$ cat config.mk
export PLATFORM = sky130hd
export DESIGN_NAME = ppmc_top
export DESIGN_NICKNAME = d
export VERILOG_FILES = /design/src/hdl/ppmc_pkg.sv /design/src/hdl/ppmc_fifo.sv /design/src/hdl/ppmc_strobe.sv /design/src/hdl/ppmc_top.sv
export VERILOG_INCLUDE_DIRS = /design/src /design/src/hdl
export SDC_FILE = /design/constraint.sdc
export NUM_CORES = 1
export LEC_CHECK = 0
export BUFFER_PORTS_ARGS = -buffer_cell sky130_fd_sc_hd__buf_2
export CAP_MARGIN = 5
export CORE_AREA = 2 2 168 211
export DETAILED_ROUTE_END_ITERATION = 7
export DIE_AREA = 0 0 170 213
export PLACE_DENSITY_LB_ADDON = 0.05
export SKIP_LAST_GASP = 1
export SLEW_MARGIN = 10
export SYNTH_ARGS = -nofsm -noshare
export SYNTH_HDL_FRONTEND = slang
export SYNTH_HIERARCHICAL = 1
export SYNTH_SLANG_ARGS = --single-unit
$ cat constraint.sdc
create_clock -name CLK_I -period 3.05 [get_ports CLK_I]
set_clock_uncertainty 0.1 [all_clocks]
set_input_delay 0 -clock CLK_I [delete_from_list [all_inputs] [get_ports CLK_I]]
set_output_delay 0 -clock CLK_I [all_outputs]
set_load 0.02 [all_outputs]
$ cat src/hdl/ppmc_params.svh
// Register offsets, field positions, reset values and encodings of the parallel port mode logic.
`ifndef PPMC_PARAMS_SVH
`define PPMC_PARAMS_SVH
// Port-side register offsets, relative to the parallel port base.
`define PPMC_OFS_DATA       11'h000
`define PPMC_OFS_STATUS     11'h001
`define PPMC_OFS_CTRL       11'h002
`define PPMC_OFS_EMC        11'h402
`define PPMC_OFS_SL_INDEX   11'h403
`define PPMC_OFS_SL_DATA    11'h404
// Configuration-side indexes.
`define PPMC_CFG_PORT_MODE  8'hF0
`define PPMC_CFG_ROUTE      8'hF1
`define PPMC_CFG_FUNC_EN    8'h00
// Second-level register indexes.
`define PPMC_SL_SECOND_CTRL 3'h2
`define PPMC_SL_ROUTE       3'h4
// Field positions.
`define PPMC_FEN_PP_BIT     4
`define PPMC_CFG_DYN_BIT    4
`define PPMC_SC_COMPAT_BIT  7
`define PPMC_SC_EPP19_BIT   4
`define PPMC_CTRL_DIR_BIT   5
// Reset values: dynamic configuration enabled, ECP sub-mode selected.
`define PPMC_RST_PORT_MODE  8'hF0
`define PPMC_RST_EMC        8'h60
`define PPMC_RST_FUNC_EN    8'h00
`define PPMC_RST_ROUTE      8'h07
`define PPMC_RST_SECOND     8'h00
// Static mode codes held in bits 7-5 of the port mode configuration.
`define PPMC_ST_SPP_COMPAT  3'h0
`define PPMC_ST_SPP_EXT     3'h1
`define PPMC_ST_EPP17       3'h2
`define PPMC_ST_EPP19       3'h3
`define PPMC_ST_DYN_A       3'h6
`define PPMC_ST_DYN_B       3'h7
// Sub-mode codes held in bits 7-5 of the extended mode control.
`define PPMC_EM_SPP_COMPAT  3'h0
`define PPMC_EM_SPP_EXT     3'h1
`define PPMC_EM_FIFO_OUT    3'h2
`define PPMC_EM_ECP         3'h3
`define PPMC_EM_EPP         3'h4
// Interrupt lines that may not be selected.
`define PPMC_IRQ_BAD_A      4'h2
`define PPMC_IRQ_BAD_B      4'hD
`define PPMC_DMA_CHANNELS   3
`endif

$ cat src/hdl/ppmc_pkg.sv
// Types shared by the parallel port mode logic.
package ppmc_pkg;
  typedef enum logic [2:0] {
    PPMC_MODE_SPP_COMPAT = 3'h0,
    PPMC_MODE_SPP_EXT    = 3'h1,
    PPMC_MODE_EPP17      = 3'h2,
    PPMC_MODE_EPP19      = 3'h3,
    PPMC_MODE_FIFO_OUT   = 3'h4,
    PPMC_MODE_ECP        = 3'h5
  } ppmc_mode_t;

  typedef enum logic [1:0] {
    PPMC_HS_IDLE   = 2'h0,
    PPMC_HS_SETUP  = 2'h1,
    PPMC_HS_STROBE = 2'h2,
    PPMC_HS_HOLD   = 2'h3
  } ppmc_hs_t;
endpackage

$ cat src/hdl/ppmc_fifo.sv
// Sixteen-entry data FIFO used for ECP and FIFO output transfers.
`timescale 1ns/10ps
module ppmc_fifo #(
  parameter int WIDTH = 8,
  parameter int DEPTH = 16,
  parameter int THR   = 8
) (
  // Clock and reset.
  input  wire logic             clk_i,
  input  wire logic             rst_n_i,
  input  wire logic             flush_i,
  // Fill side.
  input  wire logic             wr_valid_i,
  input  wire logic [WIDTH-1:0] wr_data_i,
  output logic                  wr_ready_o,
  // Drain side.
  output logic                  rd_valid_o,
  output logic [WIDTH-1:0]      rd_data_o,
  input  wire logic             rd_ready_i,
  // Level flags.
  output logic                  empty_o,
  output logic                  full_o,
  output logic                  thr_o
);
  localparam int AW = $clog2(DEPTH);

  logic [WIDTH-1:0] mem_r [DEPTH];
  logic [AW-1:0]    wp_r;
  logic [AW-1:0]    rp_r;
  logic [AW:0]      cnt_r;
  logic             push;
  logic             pop;

  // Handshakes on both sides; full and empty come from the count.
  assign push       = wr_valid_i && !full_o;
  assign pop        = rd_ready_i && !empty_o;
  assign full_o     = (cnt_r == (AW+1)'(DEPTH));
  assign empty_o    = (cnt_r == '0);
  assign wr_ready_o = !full_o;
  assign rd_valid_o = !empty_o;
  assign rd_data_o  = mem_r[rp_r];
  assign thr_o      = (cnt_r >= (AW+1)'(THR));

  // Storage array; no reset needed on data.
  always_ff @(posedge clk_i) begin
    if (push) begin
      mem_r[wp_r] <= wr_data_i;
    end
  end

  // Pointers and count; flush drops all entries at a mode change.
  always_ff @(posedge clk_i) begin
    if (!rst_n_i || flush_i) begin
      wp_r  <= '0;
      rp_r  <= '0;
      cnt_r <= '0;
    end else begin
      if (push) begin
        wp_r <= wp_r + AW'(1);
      end
      if (pop) begin
        rp_r <= rp_r + AW'(1);
      end
      cnt_r <= cnt_r + (AW+1)'(push) - (AW+1)'(pop);
    end
  end
endmodule

$ cat src/hdl/ppmc_strobe.sv
// Hardware handshake sequencer that strobes one byte out to the peripheral.
`timescale 1ns/10ps
module ppmc_strobe #(
  parameter int PHASE = 4
) (
  // Clock and reset.
  input  wire logic       clk_i,
  input  wire logic       rst_n_i,
  // Byte source.
  input  wire logic       valid_i,
  output logic            take_o,
  // Peripheral handshake.
  input  wire logic       busy_i,
  output logic            strobe_n_o,
  output logic            active_o
);
  logic [7:0]       tmr_r;
  ppmc_pkg::ppmc_hs_t st_r;

  assign take_o   = (st_r == ppmc_pkg::PPMC_HS_IDLE) && valid_i && !busy_i;
  assign active_o = (st_r != ppmc_pkg::PPMC_HS_IDLE);

  // Setup, strobe and hold each last PHASE cycles; busy gates the start.
  always_ff @(posedge clk_i) begin
    if (!rst_n_i) begin
      st_r       <= ppmc_pkg::PPMC_HS_IDLE;
      tmr_r      <= 8'h00;
      strobe_n_o <= 1'b1;
    end else begin
      unique case (st_r)
        ppmc_pkg::PPMC_HS_IDLE: begin
          if (take_o) begin
            st_r  <= ppmc_pkg::PPMC_HS_SETUP;
            tmr_r <= 8'(PHASE - 1);
          end
        end
        ppmc_pkg::PPMC_HS_SETUP: begin
          if (tmr_r == 8'h00) begin
            st_r       <= ppmc_pkg::PPMC_HS_STROBE;
            strobe_n_o <= 1'b0;
            tmr_r      <= 8'(PHASE - 1);
          end else begin
            tmr_r <= tmr_r - 8'h01;
          end
        end
        ppmc_pkg::PPMC_HS_STROBE: begin
          if (tmr_r == 8'h00) begin
            st_r       <= ppmc_pkg::PPMC_HS_HOLD;
            strobe_n_o <= 1'b1;
            tmr_r      <= 8'(PHASE - 1);
          end else begin
            tmr_r <= tmr_r - 8'h01;
          end
        end
        ppmc_pkg::PPMC_HS_HOLD: begin
          if (tmr_r == 8'h00) begin
            st_r <= ppmc_pkg::PPMC_HS_IDLE;
          end else begin
            tmr_r <= tmr_r - 8'h01;
          end
        end
      endcase
    end
  end
endmodule

$ cat src/hdl/ppmc_top.sv
// Mode selection, routing, activation and data path of the parallel port.
`timescale 1ns/10ps
`include "ppmc_params.svh"

// Behaviour
// - After reset the port runs in ECP mode until software picks another.
// - ECP sub-mode comes from bits 7-5 of the extended mode control at 402h.
// - Static mode comes from bits 7-5 of the configuration register at index F0h.
// - Dynamic change only when config bit 4 is 1 and bits 7-5 are 110 or 111.
// - Dynamic mode follows extended mode field plus second control bit 4.
// - Second-level registers reached via index at base+403h and data at base+404h.
// - Port interrupt routable to ISA lines 1 to 15 except 2 and 13.
// - Port DMA request and acknowledge routable to one of three 8-bit channels.
// - Port stays inactive until function enable bit 4 is set.
// - ECP mode has a 16-entry FIFO with threshold interrupt for PIO and DMA.
// - SPP compatible mode drives data out only, paced by software handshake.
// - FIFO output mode adds an output FIFO sequenced by a hardware handshake.
// - SPP extended mode moves full bytes in either direction.
// - EPP 1.9 uses the full handshake; EPP 1.7 runs without it.
// - Static codes: 000 compatible, 001 extended, 010 EPP 1.7, 011 EPP 1.9.
module ppmc_top #(
  parameter int FIFO_DEPTH = 16,
  parameter int FIFO_THR   = 8,
  parameter int HS_PHASE   = 4
) (
  // Clock and reset.
  input  wire logic        CLK_I,
  input  wire logic        RST_N_I,
  // Configuration access (index space of the logical device).
  input  wire logic        CFG_WR_I,
  input  wire logic        CFG_RD_I,
  input  wire logic [7:0]  CFG_IDX_I,
  input  wire logic [7:0]  CFG_WDATA_I,
  output logic      [7:0]  CFG_RDATA_O,
  // Port register access, offset from the port base.
  input  wire logic        PORT_WR_I,
  input  wire logic        PORT_RD_I,
  input  wire logic [10:0] PORT_OFS_I,
  input  wire logic [7:0]  PORT_WDATA_I,
  output logic      [7:0]  PORT_RDATA_O,
  // ISA routing.
  output logic      [15:0] ISA_IRQ_O,
  output logic      [2:0]  ISA_DRQ_O,
  input  wire logic [2:0]  ISA_DACK_N_I,
  // Peripheral side.
  input  wire logic [7:0]  PD_I,
  output logic      [7:0]  PD_O,
  output logic             PD_OE_O,
  output logic             STROBE_N_O,
  input  wire logic        BUSY_I,
  input  wire logic        ACK_N_I,
  // Observed state.
  output logic      [2:0]  MODE_O,
  output logic             ACTIVE_O
);
  // Configuration and port registers.
  logic [7:0] port_mode_configuration_r;
  logic [7:0] function_enable_first_r;
  logic [7:0] route_cfg_r;
  logic [7:0] extended_mode_control_r;
  logic [7:0] second_level_index_r;
  logic [7:0] second_control_r;
  logic [7:0] dma_route_r;
  logic [7:0] data_latch_r;
  logic [7:0] ctrl_r;
  ppmc_pkg::ppmc_mode_t mode_nxt;
  logic       dyn_en;
  logic       active;
  logic       pd_drive;
  logic [2:0] mode_q_r;
  // FIFO and sequencer links.
  logic       fifo_wr;
  logic       fifo_wr_ready;
  logic       fifo_rd_valid;
  logic [7:0] fifo_rd_data;
  logic       fifo_pop;
  logic       fifo_empty;
  logic       fifo_full;
  logic       fifo_thr;
  logic       hs_take;
  logic       hs_strobe_n;
  logic       hs_active;
  logic       fifo_mode;
  logic       ecp_mode;
  logic       mode_chg;
  logic [1:0] dma_sel;
  logic       dma_ack;

  // Dynamic configuration needs bit 4 set and code 110 or 111 in bits 7-5.
  assign dyn_en = port_mode_configuration_r[`PPMC_CFG_DYN_BIT] &&
                  (port_mode_configuration_r[7:5] == `PPMC_ST_DYN_A ||
                   port_mode_configuration_r[7:5] == `PPMC_ST_DYN_B);
  assign active = function_enable_first_r[`PPMC_FEN_PP_BIT];

  // Mode decode; static codes take effect, dynamic codes consult the extended control.
  always_comb begin
    mode_nxt = ppmc_pkg::PPMC_MODE_ECP;
    if (!dyn_en) begin
      unique case (port_mode_configuration_r[7:5])
        `PPMC_ST_SPP_COMPAT: mode_nxt = ppmc_pkg::PPMC_MODE_SPP_COMPAT;
        `PPMC_ST_SPP_EXT:    mode_nxt = ppmc_pkg::PPMC_MODE_SPP_EXT;
        `PPMC_ST_EPP17:      mode_nxt = ppmc_pkg::PPMC_MODE_EPP17;
        `PPMC_ST_EPP19:      mode_nxt = ppmc_pkg::PPMC_MODE_EPP19;
        default:             mode_nxt = ppmc_pkg::PPMC_MODE_ECP;
      endcase
    end else begin
      unique case (extended_mode_control_r[7:5])
        `PPMC_EM_SPP_COMPAT: mode_nxt = ppmc_pkg::PPMC_MODE_SPP_COMPAT;
        `PPMC_EM_SPP_EXT:    mode_nxt = ppmc_pkg::PPMC_MODE_SPP_EXT;
        `PPMC_EM_FIFO_OUT:   mode_nxt = ppmc_pkg::PPMC_MODE_FIFO_OUT;
        `PPMC_EM_EPP: begin
          mode_nxt = second_control_r[`PPMC_SC_EPP19_BIT] ? ppmc_pkg::PPMC_MODE_EPP19
                                                            : ppmc_pkg::PPMC_MODE_EPP17;
        end
        default:             mode_nxt = ppmc_pkg::PPMC_MODE_ECP;
      endcase
    end
  end

  assign fifo_mode = (mode_q_r == 3'(ppmc_pkg::PPMC_MODE_FIFO_OUT));
  assign ecp_mode  = (mode_q_r == 3'(ppmc_pkg::PPMC_MODE_ECP));
  assign mode_chg  = (mode_q_r != 3'(mode_nxt));

  // Registered mode; reset values select ECP so the port starts there.
  always_ff @(posedge CLK_I) begin
    if (!RST_N_I) begin
      mode_q_r <= 3'(ppmc_pkg::PPMC_MODE_ECP);
    end else begin
      mode_q_r <= 3'(mode_nxt);
    end
  end

  // Configuration space writes.
  always_ff @(posedge CLK_I) begin
    if (!RST_N_I) begin
      port_mode_configuration_r <= `PPMC_RST_PORT_MODE;
      function_enable_first_r   <= `PPMC_RST_FUNC_EN;
      route_cfg_r               <= `PPMC_RST_ROUTE;
    end else if (CFG_WR_I) begin
      if (CFG_IDX_I == `PPMC_CFG_PORT_MODE) begin
        port_mode_configuration_r <= CFG_WDATA_I;
      end
      if (CFG_IDX_I == `PPMC_CFG_FUNC_EN) begin
        function_enable_first_r <= CFG_WDATA_I;
      end
      // Lines 0, 2 and 13 are refused; the old routing stays.
      if (CFG_IDX_I == `PPMC_CFG_ROUTE && CFG_WDATA_I[3:0] != 4'h0 &&
          CFG_WDATA_I[3:0] != `PPMC_IRQ_BAD_A && CFG_WDATA_I[3:0] != `PPMC_IRQ_BAD_B) begin
        route_cfg_r <= CFG_WDATA_I;
      end
    end
  end

  // Configuration space reads; unknown indexes read as zero.
  always_ff @(posedge CLK_I) begin
    if (!RST_N_I) begin
      CFG_RDATA_O <= 8'h00;
    end else if (CFG_RD_I) begin
      if (CFG_IDX_I == `PPMC_CFG_PORT_MODE) begin
        CFG_RDATA_O <= port_mode_configuration_r;
      end else if (CFG_IDX_I == `PPMC_CFG_FUNC_EN) begin
        CFG_RDATA_O <= function_enable_first_r;
      end else if (CFG_IDX_I == `PPMC_CFG_ROUTE) begin
        CFG_RDATA_O <= route_cfg_r;
      end else begin
        CFG_RDATA_O <= 8'h00;
      end
    end
  end

  // Port register writes; ignored while the port is inactive.
  always_ff @(posedge CLK_I) begin
    if (!RST_N_I) begin
      extended_mode_control_r <= `PPMC_RST_EMC;
      second_level_index_r    <= 8'h00;
      second_control_r        <= `PPMC_RST_SECOND;
      dma_route_r             <= 8'h00;
      data_latch_r            <= 8'h00;
      ctrl_r                  <= 8'h00;
    end else if (PORT_WR_I && active) begin
      unique case (PORT_OFS_I)
        `PPMC_OFS_DATA:     data_latch_r <= PORT_WDATA_I;
        `PPMC_OFS_CTRL:     ctrl_r <= PORT_WDATA_I;
        `PPMC_OFS_EMC:      extended_mode_control_r <= PORT_WDATA_I;
        `PPMC_OFS_SL_INDEX: second_level_index_r <= PORT_WDATA_I;
        `PPMC_OFS_SL_DATA: begin
          if (second_level_index_r[2:0] == `PPMC_SL_SECOND_CTRL) begin
            second_control_r <= PORT_WDATA_I;
          end else if (second_level_index_r[2:0] == `PPMC_SL_ROUTE &&
                       PORT_WDATA_I[1:0] < 2'(`PPMC_DMA_CHANNELS)) begin
            dma_route_r <= PORT_WDATA_I;
          end
        end
        default: begin
        end
      endcase
    end
  end

  // Port register reads; the data port reads the pins only in extended input direction.
  always_ff @(posedge CLK_I) begin
    if (!RST_N_I) begin
      PORT_RDATA_O <= 8'h00;
    end else if (PORT_RD_I && active) begin
      unique case (PORT_OFS_I)
        `PPMC_OFS_DATA:     PORT_RDATA_O <= (mode_q_r == 3'(ppmc_pkg::PPMC_MODE_SPP_EXT) &&
                                             ctrl_r[`PPMC_CTRL_DIR_BIT]) ? PD_I : data_latch_r;
        `PPMC_OFS_STATUS:   PORT_RDATA_O <= {BUSY_I, ACK_N_I, 6'h3F};
        `PPMC_OFS_CTRL:     PORT_RDATA_O <= ctrl_r;
        `PPMC_OFS_EMC:      PORT_RDATA_O <= {extended_mode_control_r[7:3], fifo_thr, fifo_full, fifo_empty};
        `PPMC_OFS_SL_INDEX: PORT_RDATA_O <= second_level_index_r;
        `PPMC_OFS_SL_DATA: begin
          if (second_level_index_r[2:0] == `PPMC_SL_SECOND_CTRL) begin
            PORT_RDATA_O <= second_control_r;
          end else if (second_level_index_r[2:0] == `PPMC_SL_ROUTE) begin
            PORT_RDATA_O <= dma_route_r;
          end else begin
            PORT_RDATA_O <= 8'h00;
          end
        end
        default:            PORT_RDATA_O <= 8'h00;
      endcase
    end
  end

  // Writes to the FIFO address (extended control offset minus two) feed the FIFO in FIFO modes.
  assign fifo_wr  = active && (fifo_mode || ecp_mode) &&
                    ((PORT_WR_I && PORT_OFS_I == `PPMC_OFS_EMC - 11'h002) || dma_ack);
  assign dma_sel  = dma_route_r[1:0];
  assign dma_ack  = !ISA_DACK_N_I[dma_sel];
  assign fifo_pop = hs_take;

  ppmc_fifo #(
    .WIDTH (8),
    .DEPTH (FIFO_DEPTH),
    .THR   (FIFO_THR)
  ) u_fifo (
    .clk_i      (CLK_I),
    .rst_n_i    (RST_N_I),
    .flush_i    (mode_chg),
    .wr_valid_i (fifo_wr),
    .wr_data_i  (PORT_WDATA_I),
    .wr_ready_o (fifo_wr_ready),
    .rd_valid_o (fifo_rd_valid),
    .rd_data_o  (fifo_rd_data),
    .rd_ready_i (fifo_pop),
    .empty_o    (fifo_empty),
    .full_o     (fifo_full),
    .thr_o      (fifo_thr)
  );

  // The sequencer drains the FIFO only in hardware-handshake modes.
  ppmc_strobe #(
    .PHASE (HS_PHASE)
  ) u_strobe (
    .clk_i      (CLK_I),
    .rst_n_i    (RST_N_I),
    .valid_i    (fifo_rd_valid && (fifo_mode || ecp_mode) && active),
    .take_o     (hs_take),
    .busy_i     (BUSY_I),
    .strobe_n_o (hs_strobe_n),
    .active_o   (hs_active)
  );

  // Pins are driven only when active and not in extended input direction or EPP 1.7 or 1.9 reads.
  assign pd_drive = active && !((mode_q_r == 3'(ppmc_pkg::PPMC_MODE_SPP_EXT) ||
                                 mode_q_r == 3'(ppmc_pkg::PPMC_MODE_EPP17) ||
                                 mode_q_r == 3'(ppmc_pkg::PPMC_MODE_EPP19)) &&
                                ctrl_r[`PPMC_CTRL_DIR_BIT]);

  // Peripheral outputs; software controls the strobe bit outside FIFO modes.
  always_ff @(posedge CLK_I) begin
    if (!RST_N_I) begin
      PD_O       <= 8'h00;
      PD_OE_O    <= 1'b0;
      STROBE_N_O <= 1'b1;
    end else begin
      PD_OE_O <= pd_drive;
      if (hs_take) begin
        PD_O <= fifo_rd_data;
      end else if (!(fifo_mode || ecp_mode)) begin
        PD_O <= data_latch_r;
      end
      // EPP 1.7 strobes without waiting on busy, EPP 1.9 holds strobe off while busy.
      if (fifo_mode || ecp_mode) begin
        STROBE_N_O <= hs_strobe_n;
      end else if (mode_q_r == 3'(ppmc_pkg::PPMC_MODE_EPP19)) begin
        STROBE_N_O <= !(ctrl_r[0] && !BUSY_I);
      end else begin
        STROBE_N_O <= !(ctrl_r[0] && active);
      end
    end
  end

  // Interrupt and DMA routing; the request falls once the FIFO is full.
  always_ff @(posedge CLK_I) begin
    if (!RST_N_I) begin
      ISA_IRQ_O <= 16'h0000;
      ISA_DRQ_O <= 3'h0;
      MODE_O    <= 3'(ppmc_pkg::PPMC_MODE_ECP);
      ACTIVE_O  <= 1'b0;
    end else begin
      ISA_IRQ_O <= (active && ((ecp_mode && !fifo_thr) || (!ACK_N_I && ctrl_r[4])))
                   ? (16'h0001 << route_cfg_r[3:0]) : 16'h0000;
      ISA_DRQ_O <= (active && ecp_mode && fifo_wr_ready && extended_mode_control_r[3])
                   ? (3'h1 << dma_sel) : 3'h0;
      MODE_O    <= mode_q_r;
      ACTIVE_O  <= active || hs_active;
    end
  end
endmodule

==> results.json, run 1 <==
{
  "status": "complete, no violations",
  "fin_setup_tns_ps": 0,
  "wire_per_inst_um": 20.9,
  "synth_seq_cells": 277,
  "num-nets-final": 1239,
  "io_pins": 103,
  "grt_pass1_vias": 8394,
  "rsz0062_at_grt": "yes",
  "p_leak_nw": 5.50,
  "grt_max_degree": 50,
  "htreeDepth": 1,
  "drv_cap": 0,
  "tritoncts": "done",
  "startpoint_type": "register",
  "setup_viol": 0,
  "power_density_nw_per_um2": 534,
  "synthDominantCellAreaShare": 0.324,
  "syn-cell-area_um2": 11900,
  "drive_gt1_frac": 0.220,
  "start_util": 0.347,
  "yosysTopAreaCell": "edfxtp_1",
  "place_area_um2": 13000,
  "cts_buffer_depth": 3,
  "synth-edff-count": 128,
  "gp_congestion": 0.778,
  "rr_worst_depth": 17,
  "worstSkewPairLatency_ps": 570,
  "period_share": 0.979,
  "required_ps": 3350,
  "crit_path_max_fanout": 2,
  "min_path_type": "in2reg",
  "die_h_um": 213,
  "place_ws_ps": 8.02,
  "dp_hpwl_um": 22900,
  "synth.avg_cell_area_um2": 12.2,
  "min_path_cells": 5,
  "synth_cell_type_count": 77,
  "worst_slack_ps": 64.5,
  "drcViolationCount": 0,
  "path_cells": "inv_2 > ha_2 > or4b_4 > and3_4 > nand2b_4 > nor2_2 > nand2_1 > inv_1 > ha_1 > inv_1 > ha_2 > inv_1 > fa_2 > nand2b_1 > a21oi_2 > or3_1 > a21oi_1",
  "crit_path_max_incr_delay_ps": 460,
  "slowest_stage": "or4b_4",
  "irDropWorstVdd_mv": 0.424,
  "antenna_left": 0,
  "netlist_instances": 975,
  "finalHoldViolCount": 0,
  "yosysSeqAreaShare": 0.575,
  "synth_fp_nets": 1050,
  "grt_pass1_wl_um": 50800,
  "worst_slew_pin_slew_ps": 1020,
  "hp-start": "CFG_IDX_I[3]",
  "wirelength_um": 33900,
  "numCtsBuffers": 29,
  "viasPerCell": 5.07,
  "path_clk_slew_ps": 60,
  "cp-end-kind": "register",
  "timing.rr.end": "u_fifo/cnt_r[4]$_SDFF_PP0_",
  "crit_top_cell": "inv_1",
  "drt-initial-drc-count": 428,
  "grtUsageTotal": 0.187,
  "vias": 8207,
  "synth_ff_type": "dfxtp_1",
  "die_w_um": 170,
  "rows": 76,
  "firstDrtPassIters": 4,
  "max_freq_ghz": 0.335,
  "fin_area_um2": 14600,
  "root_buffer": "clkbuf_16",
  "fill_cells": 3271,
  "drv_slew": 0,
  "relSlewSlack": 0.322,
  "cts.sinks": 277,
  "area_growth_pct": 23.2,
  "synthArstFlopShare": 0,
  "rrSetupSlack_ps": 60,
  "port_buffers": 102,
  "ys_top_cells_by_area": "edfxtp_1 (32%), dfxtp_1 (25%), mux2i_1 (6.7%)",
  "period_minus_slack_ps": 2990,
  "design.core.area_um2": 34200,
  "die-area_um2": 36200,
  "r2r_start": "u_fifo/cnt_r[2]$_SDFF_PP0_",
  "gr-total-overflow": 0,
  "hold_end": "CFG_RDATA_O[4]$_SDFFE_PN0P_",
  "cp.arrival_ps": 3290,
  "critPathKind": "reg2reg",
  "antenna_found_initial": 2,
  "synth_warnings": 6
}
==> stage by stage <==
stage / hold WS [ps] / power, mW / cells / util
4_1_cts: 3.16 / 7.94 / 1615 / 0.426
2_1_floorplan: -1.13 / 4.05 / 975 / -
6_report: 6.87 / 7.82 / 1618 / 0.427
3_5_place_dp: 160 / 4.19 / 1503 / 0.381
3_3_place_gp: 160 / 4.19 / 1503 / 0.381
5_1_grt: 18.7 / 8.10 / 1616 / 0.427
==> worst max-delay path, delay by kind of cell, from the launching register on <==
family                     cells  cell delay, ps
buffers and inverters          4             210
and+or+nand+nor                7            1100
DFF                            1             320
adders and majority gates      4             930
AOI/OAI and AO/OA              2             170
==> logic make-up after synthesis <==
kind of cell    synth area share
simple gates               0.137
flops                      0.575
compound gates            0.0894
mux                        0.134
buf+inv                   0.0350
fa+ha+maj                 0.0228
xor+xnor                 0.00738
==> worst max-delay path by stage <==
stage | startpoint | to | slack (ps)
after floorplan | u_fifo/cnt_r[2]$_SDFF_PP0_ | u_fifo/cnt_r[4]$_SDFF_PP0_ | -40
after global placement | u_fifo/cnt_r[2]$_SDFF_PP0_ | u_fifo/cnt_r[4]$_SDFF_PP0_ | 20
after detailed placement | u_fifo/cnt_r[2]$_SDFF_PP0_ | u_fifo/cnt_r[4]$_SDFF_PP0_ | 8
after CTS | u_fifo/cnt_r[2]$_SDFF_PP0_ | u_fifo/cnt_r[4]$_SDFF_PP0_ | 7
after global routing | u_fifo/cnt_r[2]$_SDFF_PP0_ | u_fifo/cnt_r[4]$_SDFF_PP0_ | -100
final | u_fifo/cnt_r[2]$_SDFF_PP0_ | u_fifo/cnt_r[4]$_SDFF_PP0_ | 60
==> flip-flops by register name (all words and copies together) (netlist names), 5 cells and up, named ones only <==
register	cells
ISA_IRQ_O	16
second_control_r	8
u_fifo/mem_r	128
port_mode_configuration_r	8
extended_mode_control_r	5
PD_O	8
function_enable_first_r	8
PORT_RDATA_O	8
u_strobe/tmr_r	8
u_fifo/cnt_r	5
data_latch_r	8
ctrl_r	8
second_level_index_r	8
CFG_RDATA_O	8
dma_route_r	8
route_cfg_r	8
==> cells in the final DEF (no fill, tap or decap), drive strengths merged, types with 4 or more instances in the layout <==
| master | n |
|---|---|
| a22oi | 35 |
| buf | 152 |
| o21ai | 32 |
| nor2b | 7 |
| clkbuf | 44 |
| nand2 | 66 |
| nor4 | 11 |
| mux4 | 32 |
| and2 | 13 |
| clkinv | 6 |
| ha | 20 |
| a211oi | 6 |
| a21oi | 47 |
| xnor2 | 4 |
| nand4 | 11 |
| nor3 | 18 |
| dlygate4sd3 | 57 |
| nor2 | 113 |
| xor2 | 6 |
| a31oi | 8 |
| or3 | 5 |
| inv | 37 |
| nand3 | 16 |
| bufinv | 4 |
| edfxtp | 128 |
| nand2b | 11 |
| a22o | 8 |
| dfxtp | 149 |
| nor3b | 6 |
| nand3b | 4 |
| mux2i | 80 |
| o221ai | 5 |
==> power by group <==
part,internal [mW],switching (mW)
Clock,2.20,1.47
Combinational,0.0939,0.166
Sequential,3.89,0.00262
==> cell usage after synthesis (6+ instances only) <==
| library cell | number |
|---|---|
| nand4_1 | 6 |
| a22o_1 | 8 |
| nand3_1 | 16 |
| a22oi_1 | 35 |
| nand2b_1 | 11 |
| buf_2 | 12 |
| ha_1 | 20 |
| inv_1 | 36 |
| and2_1 | 13 |
| o21ai_0 | 32 |
| mux4_1 | 14 |
| nor2_1 | 112 |
| a21oi_1 | 47 |
| mux4_2 | 18 |
| xor2_1 | 6 |
| nor2b_1 | 7 |
| nor3_1 | 14 |
| edfxtp_1 | 128 |
| clkbuf_1 | 24 |
| nor4_1 | 7 |
| mux2i_1 | 80 |
| nand2_1 | 63 |
| a31oi_1 | 8 |
| dfxtp_1 | 149 |
==> routing by layer <==
layer,share of wire,GRT usage,wire (um)
met1,0.42,0.225,14300
met2,0.52,0.345,17700
met3,0.036,0.0291,1210
met4,0.020,0.0548,689
met5,0,0,0
==> final cells by class <==
type	instances	area [um^2]	area share
clock buffers	44	825	0.0564
flip-flops and latches	277	6830	0.467
diodes	2	5.00	0.000342
multi-input cells	610	4670	0.319
repair buffers	209	1470	0.100
well taps	429	537	0.0367
clock inverters	10	158	0.0108
inverters	37	139	0.00949
==> timing repair <==
| action | 4_1_cts | 5_1_grt |
|---|---|---|
| hold buffers | 57 | 0 |
| endpoints found under the setup margin | 1 | 3 |
| gates resized for setup | 2 | 5 |
| buffers inserted | 1 | 1 |
| endpoints found under the hold margin | 229 | 0 |
Power figures use the tool's default switching activity.
==> run 2, diff against run 1 <==
Settings changed: RECOVER_POWER set to 100.
==> results.json, run 2 (synthesis results as in run 1) <==
{
  "status": "finished with violations",
  "violations": "negative hold slack, max-capacitance violations, max-slew violations",
  "grt_pass1_vias": 8394,
  "final_cell_mix": "dfxtp_1 (148), edfxtp_1 (128), nor2_1 (112), mux2i_1 (80), clkbuf_1 (72)",
  "die_w_um": 170,
  "place_inst": 1503,
  "required_ps": 3350,
  "firstDrtPassIters": 5,
  "antenna_found_initial": 2,
  "grt_pass1_wl_um": 50800,
  "drcViolationCount": 0,
  "place_ws_ps": 8.02,
  "num-nets-final": 1239,
  "antenna_left": 0,
  "tritoncts": "done",
  "io_pins": 103,
  "layout_commonest_cell": "dfxtp_1",
  "rsz0062_at_grt": "yes",
  "design.core.area_um2": 34200,
  "period_minus_slack_ps": 2990,
  "dp_hpwl_um": 22900,
  "start_util": 0.347,
  "drt-initial-drc-count": 464,
  "wire_per_inst_um": 21.0,
  "viasPerCell": 5.07,
  "fin_setup_tns_ps": 0,
  "p_leak_nw": 5.23,
  "seqCellArea_um2": 6830,
  "numCtsBuffers": 29,
  "power_density_nw_per_um2": 539,
  "crit_top_cell": "inv_1",
  "grtUsageTotal": 0.187,
  "slowest_stage": "or4b_4",
  "whs_ps": -4.24,
  "internal_power_mw": 6.17,
  "swShare": 0.209,
  "startpoint_type": "register",
  "multiInputGateArea_um2": 4630,
  "power_mw": 7.81,
  "port_buffers": 102,
  "cts_buffer_depth": 3,
  "worst_slew_pin_slew_ps": 1780,
  "p_seq_frac": 0.498,
  "cp.arrival_ps": 3290,
  "worst_slack_ps": 64.9,
  "area_growth_pct": 22.0,
  "p_clk_frac": 0.470,
  "drv_cap": 1,
  "irDropWorstVdd_mv": 0.424,
  "cp-end-kind": "register",
  "critPathKind": "reg2reg",
  "path_clk_slew_ps": 60,
  "drive_gt1_frac": 0.162,
  "crit_path_max_incr_delay_ps": 460,
  "pwr-share-comb": 0.032,
  "fill_cells": 3301,
  "crit_path_max_fanout": 2,
  "vias": 8203,
  "worstSkewPairLatency_ps": 570,
  "grt_max_degree": 50,
  "reg_top3": "u_fifo/mem_r: 128 flops, ISA_IRQ_O: 16 flops",
  "max_freq_ghz": 0.335,
  "rows": 76,
  "largest_register_ffs": 128,
  "period_share": 0.979,
  "root_buffer": "clkbuf_16",
  "wirelength_um": 33900,
  "relSlewSlack": -0.186,
  "top_register": "u_fifo/mem_r",
  "finalHoldViolCount": 1,
  "cts.sinks": 277,
  "die_h_um": 213,
  "htreeDepth": 1,
  "die-area_um2": 36200,
  "setup_viol": 0,
  "min_path_type": "in2reg",
  "path_cells": "inv_2 > ha_2 > or4b_4 > and3_4 > nand2b_4 > nor2_2 > nand2_1 > inv_1 > ha_1 > inv_1 > ha_2 > inv_1 > fa_2 > nand2b_1 > a21oi_2 > or3_1 > a21oi_1",
  "gp_congestion": 0.778,
  "gr-total-overflow": 0,
  "fin_cells": 1618,
  "drv_slew": 50,
  "switching_power_mw": 1.64
}
-- run 2: worst paths after layout --
path | from | end | slack [ps] | cells after the start
setup / recovery | u_fifo/cnt_r[2]$_SDFF_PP0_ | u_fifo/cnt_r[4]$_SDFF_PP0_ | 60 | 17
hold / removal | CFG_IDX_I[3] | CFG_RDATA_O[4]$_SDFFE_PN0P_ | -4 | 5
setup reg to reg | u_fifo/cnt_r[2]$_SDFF_PP0_ | u_fifo/cnt_r[4]$_SDFF_PP0_ | 60 | 17
hold reg to reg | u_strobe/strobe_n_o$_SDFFE_PN1P_ | STROBE_N_O$_SDFF_PN1_ | 380 | 2
-- run 2: power groups by stage --
| stage | clock (mW) | combinational, mW | sequential, mW |
|---|---|---|---|
| floorplan | 0 | 0.0725 | 3.98 |
| global placement | 0 | 0.224 | 3.97 |
| detailed placement | 0 | 0.225 | 3.97 |
| CTS | 3.79 | 0.264 | 3.89 |
| global route | 3.93 | 0.274 | 3.89 |
| finish | 3.67 | 0.252 | 3.89 |
-- run 2: through the flow --
step	hold slack [ps]	utilization	cell area, um^2
floorplan	-1.13	-	11900
global placement	160	0.381	13000
detailed placement	160	0.381	13000
CTS	3.16	0.426	14600
global route	18.8	0.423	14500
finish	-4.24	0.423	14500
-- run 2: worst max-delay path, delay by kind of cell (launching register included) --
kind / cells / cell delay [ps]
and+or+nand+nor: 7 / 1100
AOI/OAI and AO/OA: 2 / 170
DFF: 1 / 320
adders and majority gates: 4 / 930
buffers and inverters: 4 / 210
-- run 2: metal layers --
layer	vias to the layer above	GRT usage	part of all wire
met5	-	0	0
met4	0	0.0548	0.020
met3	31	0.0291	0.034
met2	135	0.345	0.52
met1	4045	0.225	0.42
li1	3992	-	-
-- run 2: final cells by class --
| type | count | share of cell area |
|---|---|---|
| Antenna cell | 2 | 0.000346 |
| Timing Repair Buffer | 209 | 0.0942 |
| Clock inverter | 10 | 0.0109 |
| Inverter | 37 | 0.00959 |
| Sequential cell | 277 | 0.471 |
| Clock buffer | 44 | 0.0569 |
| Multi-Input combinational cell | 610 | 0.320 |
| Tap cell | 429 | 0.0371 |
-- run 2: repair_timing --
| item | in CTS | in global routing |
|---|---|---|
| resized for setup | 2 | 5 |
| buffers inserted | 1 | 1 |
| hold buffers | 57 | 0 |
| endpoints found under the setup margin | 1 | 3 |
| endpoints found under the hold margin | 229 | 0 |
| cloned | 0 | 0 |
==> run 3, diff against run 2 <==
Settings changed: CELL_PAD_IN_SITES_DETAIL_PLACEMENT set to 0, CELL_PAD_IN_SITES_GLOBAL_PLACEMENT set to 1.
==> results.json, run 3 (synthesis results as in run 1) <==
{
  "status": "complete, no violations",
  "grt_max_degree": 33,
  "finalHoldViolCount": 0,
  "fin_cells": 1629,
  "crit_top_cell": "inv_2",
  "place_inst": 1501,
  "largest_register_ffs": 128,
  "path_cells": "inv_2 > ha_4 > or4b_4 > and3_4 > nand2b_4 > nor2_4 > nand2_2 > inv_2 > ha_4 > inv_2 > ha_4 > inv_2 > fa_2 > nand2b_4 > a21oi_2 > or3_1 > a21oi_1",
  "antenna_left": 0,
  "power_density_nw_per_um2": 546,
  "drt-initial-drc-count": 484,
  "worst-path-buf-inv": 4,
  "fin_area_um2": 14800,
  "drcViolationCount": 0,
  "path_clk_slew_ps": 70,
  "numCtsBuffers": 30,
  "switching_power_mw": 1.66,
  "final_util": 0.431,
  "die_w_um": 170,
  "rows": 76,
  "required_ps": 3360,
  "cp_top_family": "simple AND/OR/NAND/NOR gates",
  "min_path_type": "in2reg",
  "period_minus_slack_ps": 2930,
  "vias": 8219,
  "drv_slew": 0,
  "grt_pass1_wl_um": 50700,
  "period_share": 0.961,
  "final_cell_mix": "dfxtp_1 (146), edfxtp_1 (128), nor2_1 (110), mux2i_1 (80), clkbuf_1 (66)",
  "rsz0062_at_grt": "yes",
  "setup_viol": 0,
  "root_buffer": "clkbuf_16",
  "io_pins": 103,
  "layout_commonest_cell": "dfxtp_1",
  "crit_path_max_incr_delay_ps": 460,
  "design.core.area_um2": 34200,
  "seqCellArea_um2": 6830,
  "dp_hpwl_um": 23000,
  "die-area_um2": 36200,
  "crit_path_max_fanout": 2,
  "p_leak_nw": 5.32,
  "drive_gt1_frac": 0.183,
  "top_register": "u_fifo/mem_r",
  "cts.sinks": 277,
  "port_buffers": 102,
  "pwr-share-comb": 0.031,
  "cp-end-kind": "register",
  "grt_pass1_vias": 8401,
  "firstDrtPassIters": 5,
  "viasPerCell": 5.05,
  "p_seq_frac": 0.482,
  "cp.arrival_ps": 3240,
  "internal_power_mw": 6.41,
  "p_clk_frac": 0.487,
  "grtUsageTotal": 0.187,
  "tritoncts": "done",
  "max_freq_ghz": 0.341,
  "startpoint_type": "register",
  "area_growth_pct": 24.4,
  "reg_top3": "u_fifo/mem_r: 128 flops, ISA_IRQ_O: 16 flops",
  "start_util": 0.347,
  "swShare": 0.206,
  "irDropWorstVdd_mv": 0.447,
  "fill_cells": 3283,
  "die_h_um": 213,
  "slowest_stage": "or4b_4",
  "num-nets-final": 1251,
  "drv_cap": 0,
  "multiInputGateArea_um2": 4700,
  "critPathKind": "reg2reg",
  "gp_congestion": 0.750,
  "relSlewSlack": 0.111,
  "fin_setup_tns_ps": 0,
  "place_area_um2": 13000,
  "worst_slew_pin_slew_ps": 1330,
  "worstSkewPairLatency_ps": 560,
  "antenna_found_initial": 2,
  "cts_buffer_depth": 3,
  "gr-total-overflow": 0,
  "wire_per_inst_um": 20.5,
  "htreeDepth": 1,
  "n_antenna_cell": 0,
  "wirelength_um": 33500
}
==> run 3: cell type report <==
type                    instances  share of cell area
clock inverters                16              0.0163
multi-input cells             610               0.318
well taps                     429              0.0363
inverters                      37             0.00940
clock buffers                  40              0.0564
flip-flops and latches        277               0.462
repair buffers                220               0.101
==> run 3: final timing paths <==
check	from	to	slack, ps	cells past startpoint
max	u_fifo/cnt_r[3]$_SDFF_PP0_	u_fifo/cnt_r[4]$_SDFF_PP0_	120	17
min	CFG_IDX_I[2]	CFG_RDATA_O[3]$_SDFFE_PN0P_	30	5
max reg2reg	u_fifo/cnt_r[3]$_SDFF_PP0_	u_fifo/cnt_r[4]$_SDFF_PP0_	120	17
min reg2reg	PORT_RDATA_O[7]$_SDFFE_PN0P_	PORT_RDATA_O[7]$_SDFFE_PN0P_	380	2
==> run 3: what timing repair did <==
item | CTS | global route
resized for setup | 8 | 12
hold endpoints to repair | 217 | 0
pin swaps | 2 | 8
setup endpoints to repair | 1 | 10
buffers inserted | 7 | 6
hold buffers | 59 | 0
==> run 3: metrics by stage <==
stage          hold slack (ps)  worst slack [ps]  power [mW]
4_1_cts                   5.46              5.78        8.20
2_1_floorplan            -1.13             -39.0        4.05
3_3_place_gp               160              2.68        4.19
3_5_place_dp               165             -31.7        4.19
5_1_grt                   57.8             -18.2        8.35
6_report                  26.3               120        8.07
==> run 3: power groups by stage <==
stage	registers, mW	logic (mW)	clock network, mW
finish	3.89	0.250	3.93
floorplan	3.98	0.0725	0
global route	3.89	0.274	4.18
global placement	3.97	0.222	0
CTS	3.89	0.261	4.05
detailed placement	3.97	0.221	0
==> run 3: worst min-delay path: stages <==
cell and delay, ps:
buf_2 80, nor3_2 30, buf_4 150, a22oi_1 260, a21oi_1 110
==> run 3: routing by layer <==
| metal | vias to the layer above | routed length (um) | track usage |
|---|---|---|---|
| met3 | 39 | 1270 | 0.0263 |
| li1 | 4014 | - | - |
| met2 | 161 | 17600 | 0.348 |
| met1 | 4001 | 13900 | 0.224 |
| met4 | 4 | 645 | 0.0495 |
| met5 | - | 23 | 0 |
